==> src/design/dpw_pkg.sv <==
package dpw_pkg;
    // Upper five address bits; value is arbitrary
    parameter logic [4:0] DPW_ADDR_UPPER = 5'h11;
    localparam logic [6:0] DPW_WIPER_PWRUP = 7'h40;
    localparam logic [7:0] DPW_SEL_NV = 8'h00;
    localparam logic [7:0] DPW_SEL_VOL = 8'h80;
    localparam logic [7:0] DPW_REG_WIPER = 8'h00;
    localparam logic [7:0] DPW_REG_SELECT = 8'h02;
    localparam int DPW_CLK_HZ = 50000000;
    localparam int DPW_NV_CYCLE_MS = 12;
    localparam int DPW_NV_CYCLE_MAX_MS = 20;
    localparam int DPW_NV_CYCLES = DPW_CLK_HZ / 1000 * DPW_NV_CYCLE_MS;
    localparam int DPW_PWRUP_US = 100;
    localparam int DPW_PWRUP_CYCLES = DPW_CLK_HZ / 1000000 * DPW_PWRUP_US;
    localparam int DPW_CNT_W = 24;
    localparam int DPW_RW_BIT = 0;
    localparam logic [3:0] DPW_BIT_ACK = 4'h8;
    localparam logic [3:0] DPW_BIT_LAST = 4'h7;

    typedef enum logic [2:0] {
        DPW_IDLE = 3'b000,
        DPW_ADDR = 3'b001,
        DPW_REGA = 3'b011,
        DPW_WDAT = 3'b010,
        DPW_RDAT = 3'b110,
        DPW_SKIP = 3'b111
    } dpw_state_t;
endpackage

==> src/design/dpw_nv_store.sv <==
`timescale 1ns/1ps
module dpw_nv_store (
    input wire logic ref_clk,
    input wire logic rst_b,
    input wire logic wr_en,
    input wire logic [6:0] wr_data,
    output logic [6:0] rd_data
);
    // Nonvolatile 7-bit value; rst_b stands for loss of power, so the held
    // value is kept across it by design of the storage cell model.
    logic [6:0] cell_q = dpw_pkg::DPW_WIPER_PWRUP;

    always_ff @(posedge ref_clk) begin
        if (wr_en) begin
            cell_q <= wr_data;
        end
    end

    always_ff @(posedge ref_clk or negedge rst_b) begin
        if (!rst_b) begin
            rd_data <= dpw_pkg::DPW_WIPER_PWRUP;
        end else begin
            rd_data <= cell_q;
        end
    end
endmodule

==> src/design/dpw_wiper_slave.sv <==
`timescale 1ns/1ps
module dpw_wiper_slave #(
    parameter int NV_CYCLES = dpw_pkg::DPW_NV_CYCLES,
    parameter int PWRUP_CYCLES = dpw_pkg::DPW_PWRUP_CYCLES
) (
    input wire logic ref_clk,
    input wire logic rst_b,
    input wire logic scl_in,
    input wire logic sda_in,
    output logic sda_out,
    output logic sda_oe,
    input wire logic addr_strap_bit0,
    input wire logic addr_strap_bit1,
    output logic [6:0] wiper_tap,
    output logic busy
);
    // ------------------------------------------------------------
    // Input synchronisers and edge detection
    // ------------------------------------------------------------
    logic [1:0] scl_s_q, sda_s_q, a0_s_q, a1_s_q;
    logic scl_d1_q, sda_d1_q;

    always_ff @(posedge ref_clk or negedge rst_b) begin
        if (!rst_b) begin
            scl_s_q <= 2'h3;
            sda_s_q <= 2'h3;
            a0_s_q <= 2'h0;
            a1_s_q <= 2'h0;
            scl_d1_q <= 1'b1;
            sda_d1_q <= 1'b1;
        end else begin
            scl_s_q <= {scl_s_q[0], scl_in};
            sda_s_q <= {sda_s_q[0], sda_in};
            a0_s_q <= {a0_s_q[0], addr_strap_bit0};
            a1_s_q <= {a1_s_q[0], addr_strap_bit1};
            scl_d1_q <= scl_s_q[1];
            sda_d1_q <= sda_s_q[1];
        end
    end

    wire scl_rise = scl_s_q[1] & ~scl_d1_q;
    wire scl_fall = ~scl_s_q[1] & scl_d1_q;
    wire start_det = scl_s_q[1] & scl_d1_q & sda_d1_q & ~sda_s_q[1];
    wire stop_det = scl_s_q[1] & scl_d1_q & ~sda_d1_q & sda_s_q[1];

    // ------------------------------------------------------------
    // Bus engine
    // ------------------------------------------------------------
    dpw_pkg::dpw_state_t state_q, state_d;
    logic [3:0] bit_q;
    logic [7:0] shift_q;
    logic [7:0] tx_q;
    logic [7:0] reg_ptr_q;
    logic [7:0] select_q;
    logic [6:0] wiper_q;
    logic ack_q;
    logic nv_pend_q;
    logic master_nack_q;
    logic [dpw_pkg::DPW_CNT_W-1:0] timer_q;
    logic prog_q;
    logic pwrup_q;
    logic recall_q;
    logic [6:0] nv_rd;
    logic is_read_q;

    wire [7:0] rx_byte = {shift_q[6:0], sda_s_q[1]};
    wire byte_done = scl_rise && bit_q == dpw_pkg::DPW_BIT_LAST;
    wire ack_slot_rise = scl_rise && bit_q == dpw_pkg::DPW_BIT_ACK;
    wire [6:0] my_addr = {dpw_pkg::DPW_ADDR_UPPER,
                          a1_s_q[1], a0_s_q[1]};
    wire addr_match = rx_byte[7:1] == my_addr;
    wire is_read = rx_byte[dpw_pkg::DPW_RW_BIT];
    wire ptr_wiper = reg_ptr_q == dpw_pkg::DPW_REG_WIPER;
    wire ptr_select = reg_ptr_q == dpw_pkg::DPW_REG_SELECT;
    wire sel_vol = select_q == dpw_pkg::DPW_SEL_VOL;
    wire wr_byte = state_q == dpw_pkg::DPW_WDAT && byte_done;
    wire wr_wiper = wr_byte && ptr_wiper;
    wire nv_write = wr_wiper && !sel_vol;
    wire [7:0] read_val = ptr_select ? select_q :
                          ptr_wiper ? {1'b0, sel_vol ? wiper_q : nv_rd} :
                          8'h00;
    wire start_ok = start_det && !busy;
    wire prog_go = stop_det && nv_pend_q;

    assign busy = prog_q | pwrup_q;
    assign wiper_tap = wiper_q;

    always_comb begin
        state_d = state_q;
        if (start_ok) begin
            state_d = dpw_pkg::DPW_ADDR;
        end else if (stop_det || start_det) begin
            state_d = dpw_pkg::DPW_IDLE;
        end else if (ack_slot_rise) begin
            case (state_q)
                dpw_pkg::DPW_ADDR: begin
                    state_d = !ack_q ? dpw_pkg::DPW_SKIP :
                              is_read_q ? dpw_pkg::DPW_RDAT :
                              dpw_pkg::DPW_REGA;
                end
                dpw_pkg::DPW_REGA: state_d = dpw_pkg::DPW_WDAT;
                dpw_pkg::DPW_RDAT: begin
                    if (sda_s_q[1]) begin
                        state_d = dpw_pkg::DPW_SKIP;
                    end
                end
                default: state_d = state_q;
            endcase
        end
    end

    // Shift counter and receive register, sampled on rising SCL
    always_ff @(posedge ref_clk or negedge rst_b) begin
        if (!rst_b) begin
            state_q <= dpw_pkg::DPW_IDLE;
            bit_q <= 4'h0;
            shift_q <= 8'h00;
            is_read_q <= 1'b0;
        end else begin
            state_q <= state_d;
            if (start_det) begin
                bit_q <= 4'h0;
            end else if (scl_rise) begin
                shift_q <= rx_byte;
                bit_q <= ack_slot_rise ? 4'h0 : bit_q + 4'h1;
            end
            if (byte_done && state_q == dpw_pkg::DPW_ADDR) begin
                is_read_q <= is_read;
            end
        end
    end

    // Acknowledge and transmit, updated on falling SCL
    always_ff @(posedge ref_clk or negedge rst_b) begin
        if (!rst_b) begin
            ack_q <= 1'b0;
            tx_q <= 8'hff;
            sda_oe <= 1'b0;
        end else if (start_det || stop_det) begin
            ack_q <= 1'b0;
            sda_oe <= 1'b0;
        end else begin
            if (byte_done) begin
                case (state_q)
                    dpw_pkg::DPW_ADDR: ack_q <= addr_match;
                    dpw_pkg::DPW_REGA, dpw_pkg::DPW_WDAT: ack_q <= 1'b1;
                    default: ack_q <= 1'b0;
                endcase
            end
            if (scl_fall) begin
                if (bit_q == dpw_pkg::DPW_BIT_ACK) begin
                    sda_oe <= ack_q;
                end else if (state_q == dpw_pkg::DPW_RDAT) begin
                    if (bit_q == 4'h0) begin
                        sda_oe <= ~read_val[7];
                        tx_q <= {read_val[6:0], 1'b1};
                    end else begin
                        sda_oe <= ~tx_q[7];
                        tx_q <= {tx_q[6:0], 1'b1};
                    end
                end else begin
                    sda_oe <= 1'b0;
                end
            end
        end
    end

    assign sda_out = 1'b0;

    // Register pointer, selector, wiper
    always_ff @(posedge ref_clk or negedge rst_b) begin
        if (!rst_b) begin
            reg_ptr_q <= 8'h00;
            select_q <= dpw_pkg::DPW_SEL_NV;
            wiper_q <= dpw_pkg::DPW_WIPER_PWRUP;
            nv_pend_q <= 1'b0;
        end else begin
            if (state_q == dpw_pkg::DPW_REGA && byte_done) begin
                reg_ptr_q <= rx_byte;
            end
            if (wr_byte && ptr_select) begin
                select_q <= rx_byte;
            end
            if (recall_q) begin
                wiper_q <= nv_rd;
            end else if (wr_wiper) begin
                wiper_q <= rx_byte[6:0];
            end
            if (start_ok || prog_go) begin
                nv_pend_q <= 1'b0;
            end else if (nv_write) begin
                nv_pend_q <= 1'b1;
            end
        end
    end

    logic [6:0] nv_data_q;
    always_ff @(posedge ref_clk or negedge rst_b) begin
        if (!rst_b) begin
            nv_data_q <= 7'h00;
        end else if (nv_write) begin
            nv_data_q <= rx_byte[6:0];
        end
    end

    // ------------------------------------------------------------
    // Power-up recall and programming timer
    // ------------------------------------------------------------
    // Cell is committed at the end of the cycle, as a real array would.
    wire prog_end = prog_q && timer_q == '0;
    wire pwr_end = pwrup_q && timer_q == '0;

    always_ff @(posedge ref_clk or negedge rst_b) begin
        if (!rst_b) begin
            pwrup_q <= 1'b1;
            prog_q <= 1'b0;
            recall_q <= 1'b0;
            timer_q <= dpw_pkg::DPW_CNT_W'(PWRUP_CYCLES - 1);
        end else begin
            recall_q <= pwr_end;
            if (pwr_end) begin
                pwrup_q <= 1'b0;
            end
            if (prog_go && !prog_q) begin
                prog_q <= 1'b1;
                timer_q <= dpw_pkg::DPW_CNT_W'(NV_CYCLES - 1);
            end else if (prog_end) begin
                prog_q <= 1'b0;
            end else if (busy) begin
                timer_q <= timer_q - 1'b1;
            end
        end
    end

    dpw_nv_store u_nv (
        .ref_clk(ref_clk),
        .rst_b(rst_b),
        .wr_en(prog_end),
        .wr_data(nv_data_q),
        .rd_data(nv_rd)
    );
endmodule

==> config.mk <==
export PLATFORM = sky130hd
export DESIGN_NAME = dpw_wiper_slave
export DESIGN_NICKNAME = d
export VERILOG_FILES = /design/src/design/dpw_pkg.sv /design/src/design/dpw_nv_store.sv /design/src/design/dpw_wiper_slave.sv
export SDC_FILE = /design/constraint.sdc
export NUM_CORES = 1
export LEC_CHECK = 0
export BUFFER_PORTS_ARGS = -buffer_cell sky130_fd_sc_hd__buf_2
export CAP_MARGIN = 5
export CORE_AREA = 2 2 129 131
export CTS_CLUSTER_DIAMETER = 80
export DETAILED_ROUTE_END_ITERATION = 12
export DIE_AREA = 0 0 131 133
export GPL_ROUTABILITY_DRIVEN = 0
export SLEW_MARGIN = 40
export SYNTH_ARGS = -nofsm -noshare
export SYNTH_HDL_FRONTEND = slang
export SYNTH_SLANG_ARGS = --single-unit
export TNS_END_PERCENT = 10
==> constraint.sdc <==
create_clock -name ref_clk -period 3.1 [get_ports ref_clk]
set_input_delay 0.155 -clock ref_clk [delete_from_list [all_inputs] [get_ports ref_clk]]
set_output_delay 0.155 -clock ref_clk [all_outputs]
set_load 0.1 [all_outputs]
Yosys cells after proc, flatten, opt, wreduce, memory -nomap -nowiden

Cells that the tools add are included.

Multiplexer cells: 31
Bitwise gates (word level): 17
Equal/unequal tests: 11
Reductions and logical operators: 35
Add/sub/neg operators: 2

Operators with widths:

| operator                | count |
|---|---|
| $mux W24                | 3 |
| $mux W7                 | 4 |
| $logic_not A24 Y1       | 1 |
| $sub A24 B1 Y24 const B | 1 |
| $mux W3                 | 6 |
| $mux W8                 | 2 |
| $reduce_bool A2 Y1      | 7 |
| $logic_and A1 B1 Y1     | 13 |
| $mux W4                 | 3 |
| $mux W1                 | 11 |
| $not A1 Y1              | 9 |
| $pmux W3 S3             | 1 |
| $eq A8 B2 Y1 const B    | 1 |
| $eq A8 B8 Y1 const B    | 1 |
| $logic_not A8 Y1        | 1 |
| $and A1 B1 Y1           | 7 |
| $eq A7 B7 Y1            | 1 |
| $eq A3 B2 Y1 const B    | 2 |
| $reduce_bool A5 Y1      | 1 |
| $add A4 B1 Y4 const B   | 1 |
| $eq A4 B3 Y1 const B    | 1 |
| $eq A4 B4 Y1 const B    | 1 |
| $logic_not A4 Y1        | 1 |
| $ne A4 B4 Y1 const B    | 1 |
| other kinds (12)        | 16 |

Logic and storage cells: 120
Output and inout bits: 10
Register bits after elaboration: 107
Bits of input ports: 6

Longest topological paths before layout

Gate-level depths: netlist (run 1).

Word-level depth: 10
Mapped depth: 8
Gate-level depth less buffers: 7

Cells and area by module

A second synthesis (run 1) with hierarchy kept.

Cells, all modules: 423
Area, all modules: 4785.8 µm²

Modules (own cells, without submodules):

| module          | instances | area each (µm²) | cells an instance | seq. area each (µm²) |
|---|---|---|---|---|
| dpw_wiper_slave | 1         | 4399.2          | 409               | 2329.7 |
| dpw_nv_store    | 1         | 386.6           | 14                | 386.6 |

Worst setup path after synthesis (run 1)

OpenSTA, ideal clock, no wires.

Path type: register to register
Start point: register pwrup_q
End point: register timer_q[23] (netlist bit)
Path buffers: 0
Setup time: 0.078 ns
Cell stages (with the launch flop): 6
Path slack: 0.873 ns
Data required time: 3.022 ns
Period minus slack after synthesis: 2.227 ns
Arrival: 2.149 ns
Path through: dfstp_2 > or2_2 > a32o_1 > nand4b_2 > or4b_1 > a21oi_1

Longest elaborated chain between the ends: 3

Ends and longest elaborated chain:

| element                             | line                   | RTL |
|---|---|---|
| start: declaration                  | dpw_wiper_slave.sv:61  | `logic pwrup_q;` |
| start signal: assignment            | dpw_wiper_slave.sv:215 | `pwrup_q <= 1'b1;` |
| start signal: assignment            | dpw_wiper_slave.sv:222 | `pwrup_q <= 1'b0;` |
| $or A1 B1 Y1                        | dpw_wiper_slave.sv:85  | `assign busy = prog_q \| pwrup_q;` |
| via busy                            | dpw_wiper_slave.sv:15  | `output logic busy` |
| $reduce_bool A2 Y1 (no source line) | -                      |  |
| $reduce_and A2 Y1 (no source line)  | -                      |  |
| end signal: assignment              | dpw_wiper_slave.sv:218 | `timer_q <= dpw_pkg::DPW_CNT_W'(PWRUP_CYCLES - 1);` |
| end signal: assignment              | dpw_wiper_slave.sv:226 | `timer_q <= dpw_pkg::DPW_CNT_W'(NV_CYCLES - 1);` |
| end signal: assignment              | dpw_wiper_slave.sv:230 | `timer_q <= timer_q - 1'b1;` |
| end: declaration                    | dpw_wiper_slave.sv:59  | `logic [dpw_pkg::DPW_CNT_W-1:0] timer_q;` |

The timed path passes the listed nets, and every way through them passes these cells.
A chain may end at the register's enable or synchronous reset.

Worst setup path in the final report (run 1)

Start point: register timer_q[0] (netlist bit)
End point: register timer_q[13] (netlist bit)

Longest elaborated chain between the ends: 4
Elaborated cells on any way between the ends: 8
Those cells by class: add/sub: 1; eq/ne: 1; mux: 3; reduce/logical: 3

Ends and longest elaborated chain:

| element                                                     | line |
|---|---|
| $sub A24 B1 Y24 / $logic_not A24 Y1 (equally long branches) | dpw_wiper_slave.sv:230, dpw_wiper_slave.sv:210 |
| $mux W24 / $logic_and A1 B1 Y1 (equally long branches)      | dpw_wiper_slave.sv:229, dpw_wiper_slave.sv:210 |
| $mux W24 / $ne A2 B1 Y1 (equally long branches)             | - |
| $mux W24 / $reduce_and A2 Y1 (equally long branches)        | - |

Several ways; a longest one is shown, not always the timed one. The select of a mux whose other input is x is not followed.

==> results of run 1 <==
## metal layers
metal	part of all wire	track usage
met4	0.016	0.03901
met1	0.47	0.1533
met2	0.49	0.1845
met5	0	0
met3	0.026	0.02790
## worst max-delay path: cells and delay by family (launching register included)
kind	cells	cell delay [ps]
and+or+nand+nor	4	1200
DFF	1	380
AOI/OAI and AO/OA	1	550
adders and majority gates	1	150
buffers and inverters	1	90
## sequential cells by signal, summed over array words and instances (netlist names), 3 cells and up
signal        flops
u_nv.cell_q       7
timer_q          24
bit_q             4
u_nv.rd_data      7
reg_ptr_q         8
wiper_tap         7
shift_q           7
tx_q              7
nv_data_q         7
select_q          8
state_q           3
## through the flow
| step | worst slack, ps | instance area, um^2 | util | std cells |
|---|---|---|---|---|
| finish | 580.8 | 5416 | 0.3349 | 670 |
| global route | 332.0 | 5416 | 0.3349 | 670 |
| CTS | 612.3 | 5416 | 0.3349 | 670 |
| detailed placement | 642.7 | 5087 | 0.3146 | 649 |
| global placement | 736.8 | 5087 | 0.3146 | 649 |
| floorplan | 872.5 | 4743 | - | 423 |
## timing repair
action                                 4_1_cts  5_1_grt
hold buffers                                 5        0
buffers inserted                             0        0
resized for setup                            0        0
endpoints found under the hold margin       45        0
## how the worst min path moves through the flow
stage / start / to / slack [ps] / cells past startpoint
5_1_grt: u_nv.cell_q[3] / u_nv.rd_data[3] / 360 / 0
4_1_cts: u_nv.cell_q[5] / u_nv.rd_data[5] / 350 / 0
3_3_place_gp: rst_b / wiper_tap[5] / 220 / 1
3_5_place_dp: rst_b / wiper_tap[4] / 230 / 1
6_report: u_nv.cell_q[5] / u_nv.rd_data[5] / 350 / 0
2_1_floorplan: rst_b / a0_s_q[0] / -140 / 0
## layout make-up
cell class	instances	area (um^2)
Inverter	9	33.78
Clock buffer	10	229.0
Fill cell	1601	10760
Multi-Input combinational cell	293	1924
Timing Repair Buffer	26	187.7
Tap cell	220	275.3
Clock inverter	6	50.05
Sequential cell	106	2716
## placed cells by master, fill, tap and decap left out, types with 10 or more instances in the layout
| cell type | count |
|---|---|
| sky130_fd_sc_hd__a21oi_1 | 15 |
| sky130_fd_sc_hd__nor3_1 | 10 |
| sky130_fd_sc_hd__mux2_2 | 33 |
| sky130_fd_sc_hd__nand3_1 | 11 |
| sky130_fd_sc_hd__dfstp_2 | 23 |
| sky130_fd_sc_hd__nor2_1 | 19 |
| sky130_fd_sc_hd__nand2_1 | 60 |
| sky130_fd_sc_hd__dfrtp_1 | 76 |
| sky130_fd_sc_hd__o21ai_0 | 23 |
| sky130_fd_sc_hd__buf_2 | 13 |
## cell families after synthesis
logic type	after synthesis	synth area share
buffers and inverters	24	0.02163
AO/OA/AOI/OAI	80	0.1068
XOR/XNOR	9	0.01662
adder cells (fa/ha/maj)	4	0.01055
flip-flops	106	0.5727
AND/OR/NAND/NOR	159	0.1778
multiplexers	40	0.09312
other	1	0.0007906
## power groups by stage
stage	clock network, W	logic [W]	registers [W]
after floorplan	0	0.0000926	0.00152
after global placement	0	0.000149	0.00153
after detailed placement	0	0.000154	0.00154
after CTS	0.00111	0.000160	0.00151
after global routing	0.00117	0.000178	0.00152
final	0.00108	0.000156	0.00151
==> results.py, run 1 <==
metrics = {
    "power": {
        "internal_power_w": 0.002052,
        "total_leakage_power_nw": 2.373,
        "p_sw_frac": 0.2517,
        "seqPwrFrac": 0.551,
        "pwr-share-comb": 0.057,
        "clkPwrFrac": 0.392,
        "netSwitchingPower_w": 0.0006900,
        "power.total_w": 0.002742,
        "power-per-cell-area_nw_per_um2": 506.2,
        "power.ir.vdd_worst_v": 0.0002729,
    },
    "drt": {
        "drt.antenna.violating_nets": 0,
        "initialDrtViolationCount": 177,
        "average_wire_length_per_cell_after_detail_routing_um": 14.15,
        "vias_per_cell": 4.807,
        "remaining_drc_errors": 0,
        "vias": 3221,
        "detail_route.wirelength_um": 9483,
        "drt_pre_antenna_iters": 4,
    },
    "worst_setup_path": {
        "top_fanout_value_on_the_critical_path": 12,
        "reg2reg_from": "timer_q[0]",
        "r2r_cells": 7,
        "crit_slowest_cell": "sky130_fd_sc_hd__o211ai_1",
        "critical_path_class": "flip-flop to flip-flop",
        "crit_chain": "inv_1, ha_1, nor4b_1, nand4b_1, o211ai_1, or4_1, nand3_1",
        "crit_arrival_ps": 2720,
        "category_of_the_worst_setup_path_launch_point": "flip-flop",
        "worstSetupEndpointType": "flip-flop",
        "critical_path.reg2reg.endpoint": "timer_q[13]",
        "worst-endpoint-required_ps": 3300,
        "cp-startpoint": "timer_q[0]",
        "worst_setup_path_end": "timer_q[13]",
        "peak_per_stage_delay_on_the_critical_path_ps": 550,
        "regToRegSetupSlack_ps": 580,
    },
    "sta": {
        "max_clock_freq_mhz": 397.0,
        "final-max-slew-violation-count": 0,
        "period_minus_slack_ps": 2519,
        "final.period_utilization": 0.8126,
        "unrepaired_setup_endpoints_after_global_routing": "no",
        "tns_ps": 0,
        "final-setup-viol-count": 0,
        "fin_hold_ws_ps": 349.3,
        "hold_viol_final": 0,
        "timing.max_slew.rel_slack": 0.5559,
        "clock-skew-final_ps": 10.82,
        "worst_slew_pin_slew_ps": 666.2,
    },
    "clock_network": {
        "cts_buffers": 9,
        "cts_tree": "built",
        "cts_sinks": 106,
        "ctsLongestPathBuffers": 2,
        "cts_root_buffer_type": "sky130_fd_sc_hd__clkbuf_16",
        "cts_max_level": 3,
        "path_clk_slew_ps": 70,
        "clk_latency_ps": 350,
    },
    "synthesis": {
        "postSynth.asyncResetShare": 0.9340,
        "synthDominantCellAreaShare": 0.4009,
        "ys_warn_count": 0,
        "syn_area_cell_um2": 11.21,
        "syn-instance-count": 423,
        "yosys.cell_count.top_type": "sky130_fd_sc_hd__dfrtp_1",
        "yosys_most_used_dff": "sky130_fd_sc_hd__dfrtp_1",
        "ys_seq_elements": 106,
        "synth_fp_nets": 433,
        "cell_accounting_for_the_most_synthesized_area": "sky130_fd_sc_hd__dfrtp_1",
        "synthTopCellsByArea": "sky130_fd_sc_hd__dfrtp_1 40%, sky130_fd_sc_hd__dfstp_2 13%, sky130_fd_sc_hd__mux2_2 7.8%",
        "netlist_area_um2": 4743,
        "synth_common_cells": "76 x sky130_fd_sc_hd__dfrtp_1, 60 x sky130_fd_sc_hd__nand2_1, 33 x sky130_fd_sc_hd__mux2_2",
        "synth_sequential_area_ratio": 0.5727,
        "synthDistinctLibCells": 60,
        "synth-edff-count": 7,
    },
    "run": {
        "max-cap-violations": 0,
    },
    "worst_hold_path": {
        "hp-class": "flip-flop to flip-flop",
    },
    "floorplan": {
        "floorplan.die_area_um2": 17420,
        "row_count": 47,
        "die_h_um": 133,
        "start_util": 0.2933,
        "die_w_um": 131,
        "core_um2": 16170,
        "number_of_top_level_pins": 16,
    },
    "global_routing": {
        "first_global_vias": 3114,
        "grt_util_all_layers": 0.1156,
        "number_of_antenna_violations_at_the_first_check_in_global_routing": 0,
        "wire_length_of_the_first_global_routing_pass_um": 15830,
        "maximum_number_of_pins_on_one_net_before_global_route_repair": 52,
        "globalRoute.totalOverflow": 0,
    },
    "placed_design": {
        "hpwlAfterDp_um": 6631,
        "port_buffers": 14,
    },
    "run_status": {
        "run_status": "finished clean",
    },
    "layout": {
        "fin_nets": 455,
        "area.growth.synth_to_final_pct": 14.19,
        "n_antenna_cell": 0,
        "drive_gt1_frac": 0.2289,
    },
}
Note: power is estimated with default switching activity, not from simulation.
==> run 2: changes to the inputs <==
Clock period 3.1 ns to 2.29 ns, I/O delays scaled along.
==> run 2 against run 1 <==
Against the previous run: combinational power up 40%; maximum frequency grew 13%; critical path type unchanged; worst hold slack got worse by 31 ps; clock power rose by 41%; register-to-register slack got worse by 510 ps; sequential power is 36% higher; worst setup slack worse by 510 ps; core utilization grew 0.77 points; count of clock-buffer cells in the layout is 1 lower; sequential cell count is the same; cell count rose by 1.8%; clock skew is 5.0 ps higher.
==> results.py, run 2 (synthesized netlist as in run 1, its figures left out) <==
metrics = {
    "run_status": {
        "run_status": "finished clean",
    },
    "layout": {
        "largest_register": "timer_q",
        "final_cell_area_excluding_filler_cells_um2": 5540,
        "fin_nets": 467,
        "finalCoreUtilization": 0.3426,
        "mostFrequentLayoutCell": "sky130_fd_sc_hd__dfrtp_1",
        "biggestRegsByFlops": "timer_q: 24 flops, reg_ptr_q: 8 flops, select_q: 8 flops",
        "drive_gt1_frac": 0.2554,
        "n_antenna_cell": 0,
        "largest_register_ffs": 24,
        "final_cells": 682,
        "area.growth.synth_to_final_pct": 16.80,
        "final_cell_mix": "76 x sky130_fd_sc_hd__dfrtp_1, 60 x sky130_fd_sc_hd__nand2_1, 33 x sky130_fd_sc_hd__mux2_2, 23 x sky130_fd_sc_hd__o21ai_0, 23 x sky130_fd_sc_hd__dfstp_2",
    },
    "worst_setup_path": {
        "worstSetupEndpointType": "flip-flop",
        "category_of_the_worst_setup_path_launch_point": "flip-flop",
        "critical_path_class": "flip-flop to flip-flop",
        "cpMostUsedCell": "sky130_fd_sc_hd__nand4b_1",
        "path_delay_family": "simple AND/OR/NAND/NOR gates",
        "critPathBufInv": 2,
        "crit_slowest_cell": "sky130_fd_sc_hd__dfstp_2",
        "worst-endpoint-required_ps": 2560,
        "top_fanout_value_on_the_critical_path": 12,
        "peak_per_stage_delay_on_the_critical_path_ps": 550,
        "crit_chain": "inv_1, ha_1, nor4b_2, nand4b_1, buf_6, nand4b_1, or4_1, a21oi_1",
        "crit_arrival_ps": 2490,
    },
    "clock_network": {
        "ctsLongestPathBuffers": 2,
        "cts_max_level": 3,
        "path_clk_slew_ps": 80,
        "cts_root_buffer_type": "sky130_fd_sc_hd__clkbuf_16",
        "cts_sinks": 106,
        "cts_buffers": 9,
        "clk_latency_ps": 350,
        "cts_tree": "built",
    },
    "power": {
        "total_leakage_power_nw": 2.446,
        "power.total_w": 0.003785,
        "power.ir.vdd_worst_v": 0.0003251,
        "power-per-cell-area_nw_per_um2": 683.2,
    },
    "drt": {
        "average_wire_length_per_cell_after_detail_routing_um": 14.13,
        "remaining_drc_errors": 0,
        "detail_route.wirelength_um": 9639,
        "initialDrtViolationCount": 235,
        "vias": 3255,
        "vias_per_cell": 4.773,
        "drt.antenna.violating_nets": 0,
        "drt_pre_antenna_iters": 4,
    },
    "sta": {
        "final-setup-viol-count": 0,
        "final-max-slew-violation-count": 0,
        "max_clock_freq_mhz": 450.3,
        "worst_slew_pin_slew_ps": 630.2,
        "clock-skew-final_ps": 15.83,
        "hold_viol_final": 0,
        "unrepaired_setup_endpoints_after_global_routing": "yes",
        "period_minus_slack_ps": 2221,
        "tns_ps": 0,
        "final.period_utilization": 0.9698,
        "timing.max_slew.rel_slack": 0.5799,
    },
    "global_routing": {
        "first_global_vias": 3218,
        "wire_length_of_the_first_global_routing_pass_um": 16210,
        "maximum_number_of_pins_on_one_net_before_global_route_repair": 49,
        "grt_util_all_layers": 0.1177,
        "number_of_antenna_violations_at_the_first_check_in_global_routing": 0,
        "globalRoute.totalOverflow": 0,
    },
    "floorplan": {
        "floorplan.die_area_um2": 17420,
        "number_of_top_level_pins": 16,
        "die_w_um": 131,
        "start_util": 0.2933,
        "row_count": 47,
        "core_um2": 16170,
        "die_h_um": 133,
    },
    "placed_design": {
        "detailed_place.area_um2": 5157,
        "post-place-cells": 660,
        "hpwlAfterDp_um": 6755,
        "port_buffers": 14,
    },
    "run": {
        "max-cap-violations": 0,
    },
    "worst_hold_path": {
        "hp-class": "input port to asynchronous set/reset pin",
    },
}
==> run 2: area by class of cell <==
class / count / area, um^2
fill: 1637 / 10630
sequential: 106 / 2716
multi-input combinational: 293 / 1943
tap: 220 / 275.3
timing repair buffer: 38 / 269.0
clock buffer: 9 / 225.2
clock inverter: 7 / 77.57
inverter: 9 / 33.78
==> run 2: timing repair <==
action / CTS / global route
buffers inserted: 0 / 1
setup endpoints to repair: 0 / 8
gates resized for setup: 0 / 4
endpoints found under the hold margin: 41 / 0
hold buffers: 5 / 0
==> run 2: worst paths after layout <==
path / end / startpoint / cells past startpoint / slack [ps]
setup / recovery: timer_q[22] / timer_q[0] / 8 / 70
hold / removal: wiper_tap[5] / rst_b / 2 / 320
setup reg to reg: timer_q[22] / timer_q[0] / 8 / 70
hold reg to reg: u_nv.rd_data[3] / u_nv.cell_q[3] / 0 / 340
max in group asynchronous: scl_s_q[0] / rst_b / 3 / 1180
min in group ref_clk: u_nv.rd_data[3] / u_nv.cell_q[3] / 0 / 340
==> run 2: per-layer routing <==
metal,global-route usage,wire length [um],vias to the layer above
li1,-,-,1591
met1,0.1523,4458,1598
met2,0.1923,4730,56
met3,0.03195,325,10
met4,0.03428,124,0
met5,0,0,-
==> run 2: power by group <==
group          switching, W  total [W]  internal, W
Clock              0.000748    0.00152     0.000774
Combinational      0.000137   0.000218    0.0000807
Sequential        0.0000992    0.00205      0.00195
Total              0.000984    0.00379      0.00280
==> run 2: stage by stage <==
stage	worst slack [ps]	hold slack (ps)
2_1_floorplan	62.55	-181.1
3_3_place_gp	105.4	164.5
3_5_place_dp	55.09	178.9
4_1_cts	25.53	346.6
5_1_grt	-61.60	354.3
6_report	69.15	318.4
